## src/verilog/adc_ctrl_pkg.sv

```systemverilog
package adc_ctrl_pkg;

    // ************************************************************
    // Register map (byte addresses, one word each)
    // ************************************************************
    localparam logic [7:0] ADDR_CONTROL   = 8'h00;
    localparam logic [7:0] ADDR_RESULT    = 8'h04;
    localparam logic [7:0] ADDR_STATUS    = 8'h08;
    localparam logic [7:0] ADDR_IRQ_STAT  = 8'h0C;
    localparam logic [7:0] ADDR_IRQ_MASK  = 8'h10;
    localparam logic [7:0] ADDR_DIVISOR   = 8'h14;

    // ************************************************************
    // Control register fields
    // ************************************************************
    localparam int CTRL_POWER_BIT     = 0;
    localparam int CTRL_GO_BIT        = 1;
    localparam int CTRL_CHAN_LSB      = 2;
    localparam int CTRL_PINS_LSB      = 6;
    localparam int SEL_WIDTH          = 2;
    localparam logic [1:0] CHAN_DEFAULT = 2'h3;
    localparam logic [1:0] PINS_DEFAULT = 2'h3;

    // ************************************************************
    // Status and interrupt fields
    // ************************************************************
    localparam int STAT_BUSY_BIT      = 0;
    localparam int STAT_SLEEP_BIT     = 1;
    localparam int IRQ_DONE_BIT       = 0;
    localparam int IRQ_ABORT_BIT      = 1;
    localparam int IRQ_SLEEP_BIT      = 2;
    localparam int IRQ_WIDTH          = 3;

    // ************************************************************
    // Conversion timing
    // ************************************************************
    localparam int RESULT_WIDTH       = 8;
    localparam int BIT_PERIODS        = 13;
    localparam int CLK_PERIOD_NS      = 25;
    localparam int BIT_PERIOD_MIN_NS  = 500;
    // Smallest divisor keeping one bit period at or above its least time
    localparam int DIV_MIN            = (BIT_PERIOD_MIN_NS + CLK_PERIOD_NS - 1) / CLK_PERIOD_NS;
    localparam logic [15:0] DIV_RESET = 16'h0020;

    typedef enum logic [1:0] {
        ST_IDLE,
        ST_SAMPLE,
        ST_CONVERT
    } conv_state_t;

endpackage

```

## src/verilog/adc_conversion_control.sv

```systemverilog
// Local design decisions: register access over Wishbone and the register addresses.
`timescale 1ns/1ps
module adc_conversion_control #(
    parameter int RESULT_WIDTH = adc_ctrl_pkg::RESULT_WIDTH
) (
    // Clock and reset
    input  wire logic                    clk,
    input  wire logic                    nrst,
    input  wire logic                    ce,
    // Wishbone slave
    input  wire logic                    cyc_i,
    input  wire logic                    stb_i,
    input  wire logic                    we_i,
    input  wire logic [7:0]              adr_i,
    input  wire logic [3:0]              sel_i,
    input  wire logic [31:0]             dat_i,
    output logic [31:0]                  dat_o,
    output logic                         ack_o,
    // Power state
    input  wire logic                    sleep_enter,
    input  wire logic                    wake,
    // Analog front end
    input  wire logic                    comp_in,
    output logic [RESULT_WIDTH-1:0]      dac_code,
    output logic                         sample_en,
    output logic                         converter_powered,
    output logic [1:0]                   channel_select,
    output logic [1:0]                   analog_pin_select,
    // Interrupt
    output logic                         irq
);
    // ************************************************************
    // Input synchronisation
    // ************************************************************
    logic comp_meta;
    logic comp_sync;
    logic next_comp_meta;
    logic next_comp_sync;

    always_comb begin
        next_comp_meta = comp_in;
        next_comp_sync = comp_meta;
    end

    always_ff @(posedge clk) begin
        if (!nrst) begin
            comp_meta <= 1'b0;
            comp_sync <= 1'b0;
        end else if (ce) begin
            comp_meta <= next_comp_meta;
            comp_sync <= next_comp_sync;
        end
    end

    // ************************************************************
    // Bus decode
    // ************************************************************
    logic bus_req;
    logic wr_ctrl;
    logic wr_istat;
    logic wr_imask;
    logic wr_div;

    assign bus_req  = cyc_i && stb_i && !ack_o;
    assign wr_ctrl  = bus_req && we_i && sel_i[0] && (adr_i == adc_ctrl_pkg::ADDR_CONTROL);
    assign wr_istat = bus_req && we_i && sel_i[0] && (adr_i == adc_ctrl_pkg::ADDR_IRQ_STAT);
    assign wr_imask = bus_req && we_i && sel_i[0] && (adr_i == adc_ctrl_pkg::ADDR_IRQ_MASK);
    assign wr_div   = bus_req && we_i && (adr_i == adc_ctrl_pkg::ADDR_DIVISOR);

    // ************************************************************
    // Control state
    // ************************************************************
    adc_ctrl_pkg::conv_state_t state;
    adc_ctrl_pkg::conv_state_t next_state;
    logic        go;
    logic        next_go;
    logic        power_on;
    logic        next_power_on;
    logic [1:0]  chan;
    logic [1:0]  next_chan;
    logic [1:0]  pins;
    logic [1:0]  next_pins;
    logic        asleep;
    logic        next_asleep;
    logic [15:0] divisor;
    logic [15:0] next_divisor;
    logic [3:0]  period_cnt;
    logic [3:0]  next_period_cnt;
    logic        ev_done;
    logic        ev_abort;
    logic        ev_sleep;
    logic        sar_clear;
    logic        sar_step;
    logic        tick;
    logic        sar_resolved;
    logic [RESULT_WIDTH-1:0] sar_result;
    logic [RESULT_WIDTH-1:0] sar_trial;
    logic        go_wr_one;

    assign go_wr_one = wr_ctrl && dat_i[adc_ctrl_pkg::CTRL_GO_BIT];

    always_comb begin
        next_state      = state;
        next_go         = go;
        next_power_on   = power_on;
        next_chan       = chan;
        next_pins       = pins;
        next_asleep     = asleep;
        next_divisor    = divisor;
        next_period_cnt = period_cnt;
        ev_done         = 1'b0;
        ev_abort        = 1'b0;
        ev_sleep        = 1'b0;
        sar_clear       = 1'b0;
        sar_step        = 1'b0;

        if (wr_div) begin
            // Divisor below the least bit period is lifted to keep accuracy
            if (dat_i[15:0] < 16'(adc_ctrl_pkg::DIV_MIN)) begin
                next_divisor = 16'(adc_ctrl_pkg::DIV_MIN);
            end else begin
                next_divisor = dat_i[15:0];
            end
        end

        if (wr_ctrl && !asleep) begin
            next_power_on = dat_i[adc_ctrl_pkg::CTRL_POWER_BIT];
            next_chan     = dat_i[adc_ctrl_pkg::CTRL_CHAN_LSB +: 2];
            next_pins     = dat_i[adc_ctrl_pkg::CTRL_PINS_LSB +: 2];
            // Start needs power on before this write; a write turning power off also aborts
            next_go = go_wr_one && power_on && next_power_on;
        end

        case (state)
            adc_ctrl_pkg::ST_IDLE: begin
                next_period_cnt = 4'h0;
                if (next_go && !go) begin
                    next_state = adc_ctrl_pkg::ST_SAMPLE;
                end
            end
            adc_ctrl_pkg::ST_SAMPLE, adc_ctrl_pkg::ST_CONVERT: begin
                if (!next_go) begin
                    next_state = adc_ctrl_pkg::ST_IDLE;
                    ev_abort   = 1'b1;
                end else if (tick) begin
                    sar_clear       = (state == adc_ctrl_pkg::ST_SAMPLE);
                    sar_step        = (state == adc_ctrl_pkg::ST_CONVERT);
                    next_state      = adc_ctrl_pkg::ST_CONVERT;
                    next_period_cnt = period_cnt + 4'h1;
                    if (period_cnt == 4'(adc_ctrl_pkg::BIT_PERIODS - 1)) begin
                        next_go    = 1'b0;
                        next_state = adc_ctrl_pkg::ST_IDLE;
                        ev_done    = 1'b1;
                    end
                end
            end
            default: begin
                next_state = adc_ctrl_pkg::ST_IDLE;
            end
        endcase

        if (sleep_enter && !asleep) begin
            next_asleep   = 1'b1;
            next_go       = 1'b0;
            next_power_on = 1'b0;
            next_chan     = adc_ctrl_pkg::CHAN_DEFAULT;
            next_pins     = pins;
            next_state    = adc_ctrl_pkg::ST_IDLE;
            ev_sleep      = (state != adc_ctrl_pkg::ST_IDLE);
            ev_abort      = 1'b0;
            ev_done       = 1'b0;
            sar_step      = 1'b0;
        end else if (wake && asleep) begin
            next_asleep   = 1'b0;
            next_go       = 1'b0;
            next_power_on = 1'b0;
            next_chan     = adc_ctrl_pkg::CHAN_DEFAULT;
            next_pins     = adc_ctrl_pkg::PINS_DEFAULT;
        end
    end

    always_ff @(posedge clk) begin
        if (!nrst) begin
            state      <= adc_ctrl_pkg::ST_IDLE;
            go         <= 1'b0;
            power_on   <= 1'b0;
            chan       <= adc_ctrl_pkg::CHAN_DEFAULT;
            pins       <= adc_ctrl_pkg::PINS_DEFAULT;
            asleep     <= 1'b0;
            divisor    <= adc_ctrl_pkg::DIV_RESET;
            period_cnt <= 4'h0;
        end else if (ce) begin
            state      <= next_state;
            go         <= next_go;
            power_on   <= next_power_on;
            chan       <= next_chan;
            pins       <= next_pins;
            asleep     <= next_asleep;
            divisor    <= next_divisor;
            period_cnt <= next_period_cnt;
        end
    end

    // ************************************************************
    // Bit period and approximation
    // ************************************************************
    // Bit period is the system clock divided down; there is no private oscillator
    bit_period_timer u_timer (
        .clk     (clk),
        .nrst    (nrst),
        .ce      (ce),
        .run     (state != adc_ctrl_pkg::ST_IDLE),
        .divisor (divisor),
        .tick    (tick)
    );

    // First period samples, then one bit per period; result kept on abort, and on sleep except when sleep meets the tick that ends sampling
    sar_engine #(
        .WIDTH (RESULT_WIDTH)
    ) u_sar (
        .clk       (clk),
        .nrst      (nrst),
        .ce        (ce),
        .clear     (sar_clear),
        .step      (sar_step),
        .bit_index (period_cnt - 4'h1),
        .comp_high (comp_sync),
        .result    (sar_result),
        .trial     (sar_trial),
        .resolved  (sar_resolved)
    );

    // ************************************************************
    // Interrupts
    // ************************************************************
    logic [2:0] irq_stat;
    logic [2:0] next_irq_stat;
    logic [2:0] irq_mask;
    logic [2:0] next_irq_mask;
    logic [2:0] irq_events;

    assign irq_events = {ev_sleep, ev_abort, ev_done};

    // Set wins over a write-one clear in the same cycle
    always_comb begin
        next_irq_stat = irq_stat;
        next_irq_mask = irq_mask;
        if (wr_istat) begin
            next_irq_stat = irq_stat & ~dat_i[2:0];
        end
        if (ce) begin
            next_irq_stat = next_irq_stat | irq_events;
        end
        if (wr_imask) begin
            next_irq_mask = dat_i[2:0];
        end
    end

    always_ff @(posedge clk) begin
        if (!nrst) begin
            irq_stat <= 3'h0;
            irq_mask <= 3'h0;
            irq      <= 1'b0;
        end else if (ce) begin
            irq_stat <= next_irq_stat;
            irq_mask <= next_irq_mask;
            irq      <= |(next_irq_stat & next_irq_mask);
        end
    end

    // ************************************************************
    // Bus answer
    // ************************************************************
    logic [31:0] rd_data;
    logic [31:0] next_dat;
    logic        next_ack;

    always_comb begin
        rd_data = 32'h0000_0000;
        if (adr_i == adc_ctrl_pkg::ADDR_CONTROL) begin
            rd_data[adc_ctrl_pkg::CTRL_POWER_BIT]   = power_on;
            rd_data[adc_ctrl_pkg::CTRL_GO_BIT]      = go;
            rd_data[adc_ctrl_pkg::CTRL_CHAN_LSB +: 2] = chan;
            rd_data[adc_ctrl_pkg::CTRL_PINS_LSB +: 2] = pins;
        end else if (adr_i == adc_ctrl_pkg::ADDR_RESULT) begin
            rd_data[RESULT_WIDTH-1:0] = sar_result;
        end else if (adr_i == adc_ctrl_pkg::ADDR_STATUS) begin
            rd_data[adc_ctrl_pkg::STAT_BUSY_BIT]  = (state != adc_ctrl_pkg::ST_IDLE);
            rd_data[adc_ctrl_pkg::STAT_SLEEP_BIT] = asleep;
            rd_data[2]                            = sar_resolved;
        end else if (adr_i == adc_ctrl_pkg::ADDR_IRQ_STAT) begin
            rd_data[2:0] = irq_stat;
        end else if (adr_i == adc_ctrl_pkg::ADDR_IRQ_MASK) begin
            rd_data[2:0] = irq_mask;
        end else if (adr_i == adc_ctrl_pkg::ADDR_DIVISOR) begin
            rd_data[15:0] = divisor;
        end
        next_ack = bus_req;
        next_dat = bus_req ? rd_data : dat_o;
    end

    // Unmapped addresses still ack, reading zero and ignoring writes
    always_ff @(posedge clk) begin
        if (!nrst) begin
            ack_o <= 1'b0;
            dat_o <= 32'h0000_0000;
        end else if (ce) begin
            ack_o <= next_ack;
            dat_o <= next_dat;
        end
    end

    // ************************************************************
    // Analog front end drive
    // ************************************************************
    // Hold capacitor is left charged between conversions: no discharge phase
    assign sample_en         = (state == adc_ctrl_pkg::ST_SAMPLE);
    assign dac_code          = sar_trial;
    assign converter_powered = power_on;
    assign channel_select    = chan;
    assign analog_pin_select = pins;
endmodule

```

## src/verilog/bit_period_timer.sv

```systemverilog
`timescale 1ns/1ps
module bit_period_timer (
    // Clock and reset
    input  wire logic        clk,
    input  wire logic        nrst,
    input  wire logic        ce,
    // Control
    input  wire logic        run,
    input  wire logic [15:0] divisor,
    // Tick out
    output logic             tick
);
    logic [15:0] count;
    logic [15:0] next_count;
    logic        next_tick;

    always_comb begin
        next_count = count;
        next_tick  = 1'b0;
        if (!run) begin
            next_count = 16'h0000;
        end else if (count + 16'h0001 >= divisor) begin
            next_count = 16'h0000;
            next_tick  = 1'b1;
        end else begin
            next_count = count + 16'h0001;
        end
    end

    always_ff @(posedge clk) begin
        if (!nrst) begin
            count <= 16'h0000;
            tick  <= 1'b0;
        end else if (ce) begin
            count <= next_count;
            tick  <= next_tick;
        end
    end
endmodule

```

## src/verilog/sar_engine.sv

```systemverilog
`timescale 1ns/1ps
module sar_engine #(
    parameter int WIDTH = 8
) (
    // Clock and reset
    input  wire logic             clk,
    input  wire logic             nrst,
    input  wire logic             ce,
    // Control
    input  wire logic             clear,
    input  wire logic             step,
    input  wire logic [3:0]       bit_index,
    input  wire logic             comp_high,
    // Result
    output logic [WIDTH-1:0]      result,
    output logic [WIDTH-1:0]      trial,
    output logic                  resolved
);
    logic [WIDTH-1:0] next_result;
    logic             next_resolved;
    logic [WIDTH-1:0] mask;

    // One trial bit per step, MSB first
    always_comb begin
        mask = '0;
        if (bit_index < 4'(WIDTH)) begin
            mask[WIDTH-1-bit_index] = 1'b1;
        end
        trial         = result | mask;
        next_result   = result;
        next_resolved = resolved;
        if (clear) begin
            next_resolved = 1'b0;
        end else if (step && (mask != '0)) begin
            next_result   = comp_high ? trial : (result & ~mask);
            next_resolved = 1'b1;
        end
    end

    // Result is not cleared between conversions, so an aborted one leaves a partial value
    always_ff @(posedge clk) begin
        if (!nrst) begin
            result   <= '0;
            resolved <= 1'b0;
        end else if (ce) begin
            result   <= clear ? '0 : next_result;
            resolved <= next_resolved;
        end
    end
endmodule
```

## config.mk

```make
export PLATFORM = sky130hd
export DESIGN_NAME = adc_conversion_control
export DESIGN_NICKNAME = d
export VERILOG_FILES = /design/src/verilog/adc_ctrl_pkg.sv /design/src/verilog/adc_conversion_control.sv /design/src/verilog/bit_period_timer.sv /design/src/verilog/sar_engine.sv
export SDC_FILE = /design/constraint.sdc
export NUM_CORES = 1
export LEC_CHECK = 0
export BUFFER_PORTS_ARGS = -buffer_cell sky130_fd_sc_hd__buf_4
export CORE_MARGIN = 3
export CORE_UTILIZATION = 55
export CTS_BUF_LIST = sky130_fd_sc_hd__clkbuf_16
export DETAILED_ROUTE_END_ITERATION = 16
export PLACE_DENSITY = 0.85
export SETUP_SLACK_MARGIN = 0.4
export SYNTH_ARGS = -nofsm -noshare
export SYNTH_HDL_FRONTEND = slang
export SYNTH_SLANG_ARGS = --single-unit
```

## constraint.sdc

```tcl
create_clock -name clk -period 4.5 [get_ports clk]
set_clock_uncertainty 0.1 [all_clocks]
set_input_delay 0.45 -clock clk [delete_from_list [all_inputs] [get_ports clk]]
set_output_delay 0.45 -clock clk [all_outputs]
set_load 0.005 [all_outputs]
```

* After elaboration in Yosys (flattened, before gate mapping)
Index checks and enable logic that the tools add are counted.
Operators by class: magnitude comparators 5, multipliers 0, bitwise operators 8, add/subtract/negate cells 4, shift operators 0, muxes and demuxes 71, reduce and logical (&&, ||, !) cells 39, equal/unequal tests 12, div/mod/pow operators 0
Operators by type and width (number):
- $mux W16 | 4
- $mux W8 | 7
- $mux W13 | 3
- $mux W1 | 33
- $ge A32 B1 Y1 const B | 1
- $lt A32 B4 Y1 const B | 1
- $mux W2 | 12
- $mux W3 | 6
- $logic_and A1 B1 Y1 | 17
- $add A16 B1 Y16 const B | 1
- $eq A8 B4 Y1 const B | 2
- $eq A8 B5 Y1 const B | 2
- $ge A16 B16 Y1 | 1
- $lt A16 B5 Y1 const B | 1
- $mux W4 | 3
- $reduce_and A2 Y1 | 5
- $reduce_bool A2 Y1 | 5
- $and A8 B8 Y8 | 1
- $eq A8 B3 Y1 const B | 1
- $logic_not A8 Y1 | 1
- $not A8 Y8 | 1
- $or A8 B8 Y8 | 1
- $pmux W4 S2 | 1
- $reduce_bool A8 Y1 | 1
- 24 further kinds | 28
Word-level totals: memory bits (read-only) 0, memories kept 0, output and inout port bits 48, register bits 81, bits in writable memories 0, latch bits 0

* Logic depth before layout (Yosys ltp)
word-level depth 16, depth in mapped cells 14, gate-level depth less buffers 12

* By module
A second synthesis with hierarchy kept.
Second synthesis, totals: cell total of the unflattened synthesis 625, area total of the unflattened synthesis 5042.3 µm²
Modules (own cells, without submodules):
- adc_conversion_control | times used 1, area each 3061.7 µm², cells each 386
- bit_period_timer | times used 1, area each 1417.6 µm², cells each 170
- sar_engine | times used 1, area each 563.0 µm², cells each 69

* Least setup slack after synthesis
Ideal clock, no wire load.
kind register to register, from register u_timer.count[0], to register u_timer.tick, setup slack 1.330 ns, buffers on the path 2, data arrival time 2.952 ns, period minus slack after synthesis 3.170 ns, stages on the path, launching flop included 15, path through dfxtp_1 ha_1 nand2_1 nor3_1 and3_1 clkbuf_1 xor2_1 ha_1 a21o_1 a221oi_1 a21boi_0 a311o_1 clkbuf_1 nand2_1 a32o_1
Between the ends: word-level cells in the longest chain between the ends 4
Ends and longest elaborated chain:
- start: declaration | RTL line bit_period_timer.sv:13 | logic [15:0] count;
- start signal: assignment | RTL line bit_period_timer.sv:35 | count <= next_count;
- $add A16 B1 Y16 | RTL line bit_period_timer.sv:22 | end else if (count + 16'h0001 >= divisor) begin
- $ge A16 B16 Y1 | RTL line bit_period_timer.sv:22
- $mux W1 | RTL line bit_period_timer.sv:22
- $mux W1 | RTL line bit_period_timer.sv:20 | if (!run) begin
- end signal: assignment | RTL line bit_period_timer.sv:36 | tick <= next_tick;
- end: declaration | RTL line bit_period_timer.sv:11 | output logic tick
Every way passes these cells. A chain may end at the register's enable or synchronous reset.

* Worst setup path after layout
from register u_timer.count[0], to register u_timer.count[1]
Between the ends: word-level cells in the longest chain between the ends 4
Ends and longest elaborated chain (RTL line):
- $add A16 B1 Y16 * | bit_period_timer.sv:22, bit_period_timer.sv:26
- $ge A16 B16 Y1 | bit_period_timer.sv:22
- $mux W16 * | bit_period_timer.sv:22
- $mux W16 * | bit_period_timer.sv:20
Mark *: on every way between the ends. The rest lies on a longest branch, timed or not.

==> results.sh <==
export IMPL_status="completed"
export IMPL_wl_um=12920
export IMPL_drt_drc_violations_left=0
export IMPL_cell_depth_of_the_worst_hold_path=3
export IMPL_netlist_area_before_placement_um2=4730
export IMPL_cts_reportedPaths_clkPinSlew_ns=0.07
export IMPL_timing_critical_path_from_type="flip-flop"
export IMPL_dieHeight_um=98.73
export IMPL_maximum_count_of_clock_buffers_along_a_single_path=2
export IMPL_synthesis_yosys_warnings=0
export IMPL_net_switching_power_mw=0.3872
export IMPL_synthFlopType="dfxtp_1"
export IMPL_post_cts_repair_setup_buffers=0
export IMPL_setup_worst_path_class="flip-flop to flip-flop"
export IMPL_count_of_antenna_diodes_in_the_layout=0
export IMPL_num_cts_buffers=9
export IMPL_synth_yosys_seq_area_share_pct=34.29
export IMPL_timing_hold_worst_start="dat_i[3]"
export IMPL_peakVddDrop_mv=0.2103
export IMPL_worst_slew_pin_slew_ns=0.9324
export IMPL_power_switching_fraction_pct=25.38
export IMPL_crit_arrival_ns=3.88
export IMPL_syn_to_final_growth_pct=15.58
export IMPL_dr_wl_met2_um=6658
export IMPL_grt_antenna_before_repair=0
export IMPL_endpoint_kind="flip-flop"
export IMPL_fin_cells=756
export IMPL_drt_pre_antenna_iters=5
export IMPL_critPathMaxFanout=13
export IMPL_cts_htree_levels=3
export IMPL_power_density_nw_per_um2=279.1
export IMPL_combinational_group_share_of_total_power_pct=6.5
export IMPL_top_ports=101
export IMPL_min_period_ns=3.701
export IMPL_crit_path_start="u_timer.count[0]"
export IMPL_grt_pass1_vias=4449
export IMPL_clkPwrFrac_pct=45.9
export IMPL_routed_wire_length_per_instance_um=17.09
export IMPL_cts_sinks=81
export IMPL_postSynthCellCount=600
export IMPL_synth_enable_flop_cells=0
export IMPL_grt_setup_unrepaired="no"
export IMPL_grt_start_max_net_pins=35
export IMPL_hold_buffers=0
export IMPL_dpl_cell_area_um2=5186
export IMPL_worst_hold_path_type="primary input to flip-flop"
export IMPL_register_area_um2=1622
export IMPL_num_rows=33
export IMPL_multi_input_gate_area_um2=2796
export IMPL_post_cts_resized_instances=0
export IMPL_top_layer_used="met4"
export IMPL_slew_headroom_pct=37.36
export IMPL_stdcell_area_um2=5466
export IMPL_cp_required_ns=4.68
export IMPL_die_w_um=98.73
export IMPL_post_route_cells_drive_above_1_share_pct=15.05
export IMPL_synthesis_area_per_instance_um2=7.883
export IMPL_drt_vias_per_instance=6.077
export IMPL_overflow=0
export IMPL_finalSetupViolations=0
export IMPL_sequential_share_of_power_pct=47.6
export IMPL_place_inst=740
export IMPL_synth_cell_type_count=64
export IMPL_drv_slew=0
export IMPL_routability_congestion=0.9346
export IMPL_fillers=703
export IMPL_detailedPlacementHpwl_um=9625
export IMPL_intPower_mw=1.139
export IMPL_yosys_reg_bits=81
export IMPL_asyncSetResetFlopFracSynth_pct=0
export IMPL_maxCapViolations=0
export IMPL_maxClockFrequency_ghz=0.2702
export IMPL_clk_root_buffer_cell="clkbuf_16"
export IMPL_setup_tns_final_ns=0
export IMPL_floorplan_initialDensity_pct=56.99
export IMPL_grt_pass1_wl_um=20940
export IMPL_floorplan_core_area_um2=8299
export IMPL_fp_dieArea_um2=9748
export IMPL_num_nets_final=722
export IMPL_met3_wirelength_um=818
export IMPL_most_common_cell_after_layout_fill_and_taps_aside="nand2_1"
export IMPL_drt_initial_drc_count=273
export IMPL_worst_r2r_startpoint="u_timer.count[0]"
export IMPL_layout_common_cells="nand2_1 (83), dfxtp_1 (81), buf_4 (70)"
export IMPL_track_usage_pct=26.47
export IMPL_drt_antenna_violating_nets=0
export IMPL_worstSkewPairLatency_ns=0.34
export IMPL_route_layer_met1_wl_um=5146
export IMPL_buffer_ports_inserted=65
export IMPL_leak_nw=2.117
export IMPL_reg2regPathDepth=12
export IMPL_timing_hold_violations_final=0
export IMPL_tritoncts="done"
export IMPL_vias=4594
export IMPL_final_period_utilization_pct=82.23
-- cell type report --
cell class | instances | area share [%]
multi-input combinational | 454 | 51.16
timing repair buffer | 70 | 9.613
inverter | 30 | 2.060
clock inverter | 7 | 0.9842
clock buffer | 9 | 4.120
sequential | 81 | 29.66
tap | 105 | 2.403
-- cell usage after synthesis, drive strengths merged, types with 4 or more instances --
master / number / area share (%)
inv: 30 / 2.4
xor2: 5 / 0.93
or4: 4 / 0.63
dfxtp: 81 / 34
and3: 8 / 1.1
nand4: 7 / 0.93
nor4: 5 / 0.98
or2: 6 / 0.79
or3: 7 / 1.0
o211ai: 11 / 1.7
nand2b: 7 / 0.93
a21o: 5 / 0.79
a21oi: 49 / 5.2
nor2b: 4 / 0.53
a41oi: 4 / 0.74
nand3: 32 / 3.4
xnor2: 11 / 2.0
a22o: 10 / 1.9
a31oi: 4 / 0.53
a211oi: 8 / 1.3
mux2i: 9 / 1.9
a32oi: 4 / 0.74
and2: 5 / 0.71
nand3b: 5 / 0.79
nand2: 83 / 6.6
clkbuf: 29 / 2.3
o22ai: 5 / 0.66
o21ai: 15 / 1.6
ha: 23 / 6.1
buf: 21 / 3.1
nor3: 21 / 2.2
nor2: 37 / 2.9
-- flip-flops by register name (all words and copies together), names as in the netlist, 2 cells and up --
register and cells:
analog_pin_select 2, channel_select 2, dat_o 16, divisor 16, irq_mask 3, irq_stat 3, period_cnt 4, state 2
u_sar.result 8, u_timer.count 16
-- path summary, 6_finish.rpt --
path / end / slack [ns]
worst max-delay path: u_timer.count[1] / 0.80
worst min-delay path: channel_select[1] / 0.25
worst max register to register: u_timer.count[1] / 0.80
worst min register to register: dat_o[8] / 0.36
-- logic make-up (layout without fill, tap and decap cells) --
kind of cell               Yosys count  after routing  share of synthesized area [%]
AOI/OAI and AO/OA                  148            148                          21.30
DFF                                 81             81                          34.29
other                                1             16                        0.07929
xor gates and xnor gates            16             16                          2.963
and+or+nand+nor                    241            241                          25.34
muxes                               10             10                          2.143
buffers and inverters               80            116                          7.804
adders and majority gates           23             23                          6.085
-- critical path, stage by stage (launching register included) --
cell and delay (ns):
dfxtp_1 0.43, ha_1 0.24, nand2_1 0.06, nor3_1 0.28, and3_1 0.34, xor2_1 0.18, ha_1 0.26, a21o_1 0.18
a221oi_1 0.35, a21boi_0 0.27, a311o_2 0.32, and3_1 0.43, a22o_1 0.20
-- metal layers --
metal  track usage [%]  vias up
met1             32.80     2156
li1                  -     2230
met3             4.176       24
met2             45.81      184
met4             10.82        0
met5                 0        -
-- per-stage QoR --
stage | power, mW | utilization (%) | hold WS (ns) | setup WS, ns
finish | 1.526 | 65.87 | 0.2484 | 0.7995
global route | 1.573 | 65.87 | 0.2694 | 0.5312
CTS | 1.532 | 65.85 | 0.2460 | 0.6112
detailed placement | 0.8392 | 62.49 | 0.3481 | 0.7033
global placement | 0.8378 | 62.49 | 0.3400 | 0.9149
floorplan | 0.7993 | - | 0.3319 | 1.330
-- power by group through the flow --
stage	registers (mW)	clock network, mW	logic [mW]
floorplan	0.741	0	0.0580
global placement	0.743	0	0.0948
finish	0.727	0.700	0.0985
detailed placement	0.743	0	0.0960
global route	0.727	0.739	0.107
CTS	0.727	0.708	0.0966
Note: power is estimated with default switching activity, not from simulation.
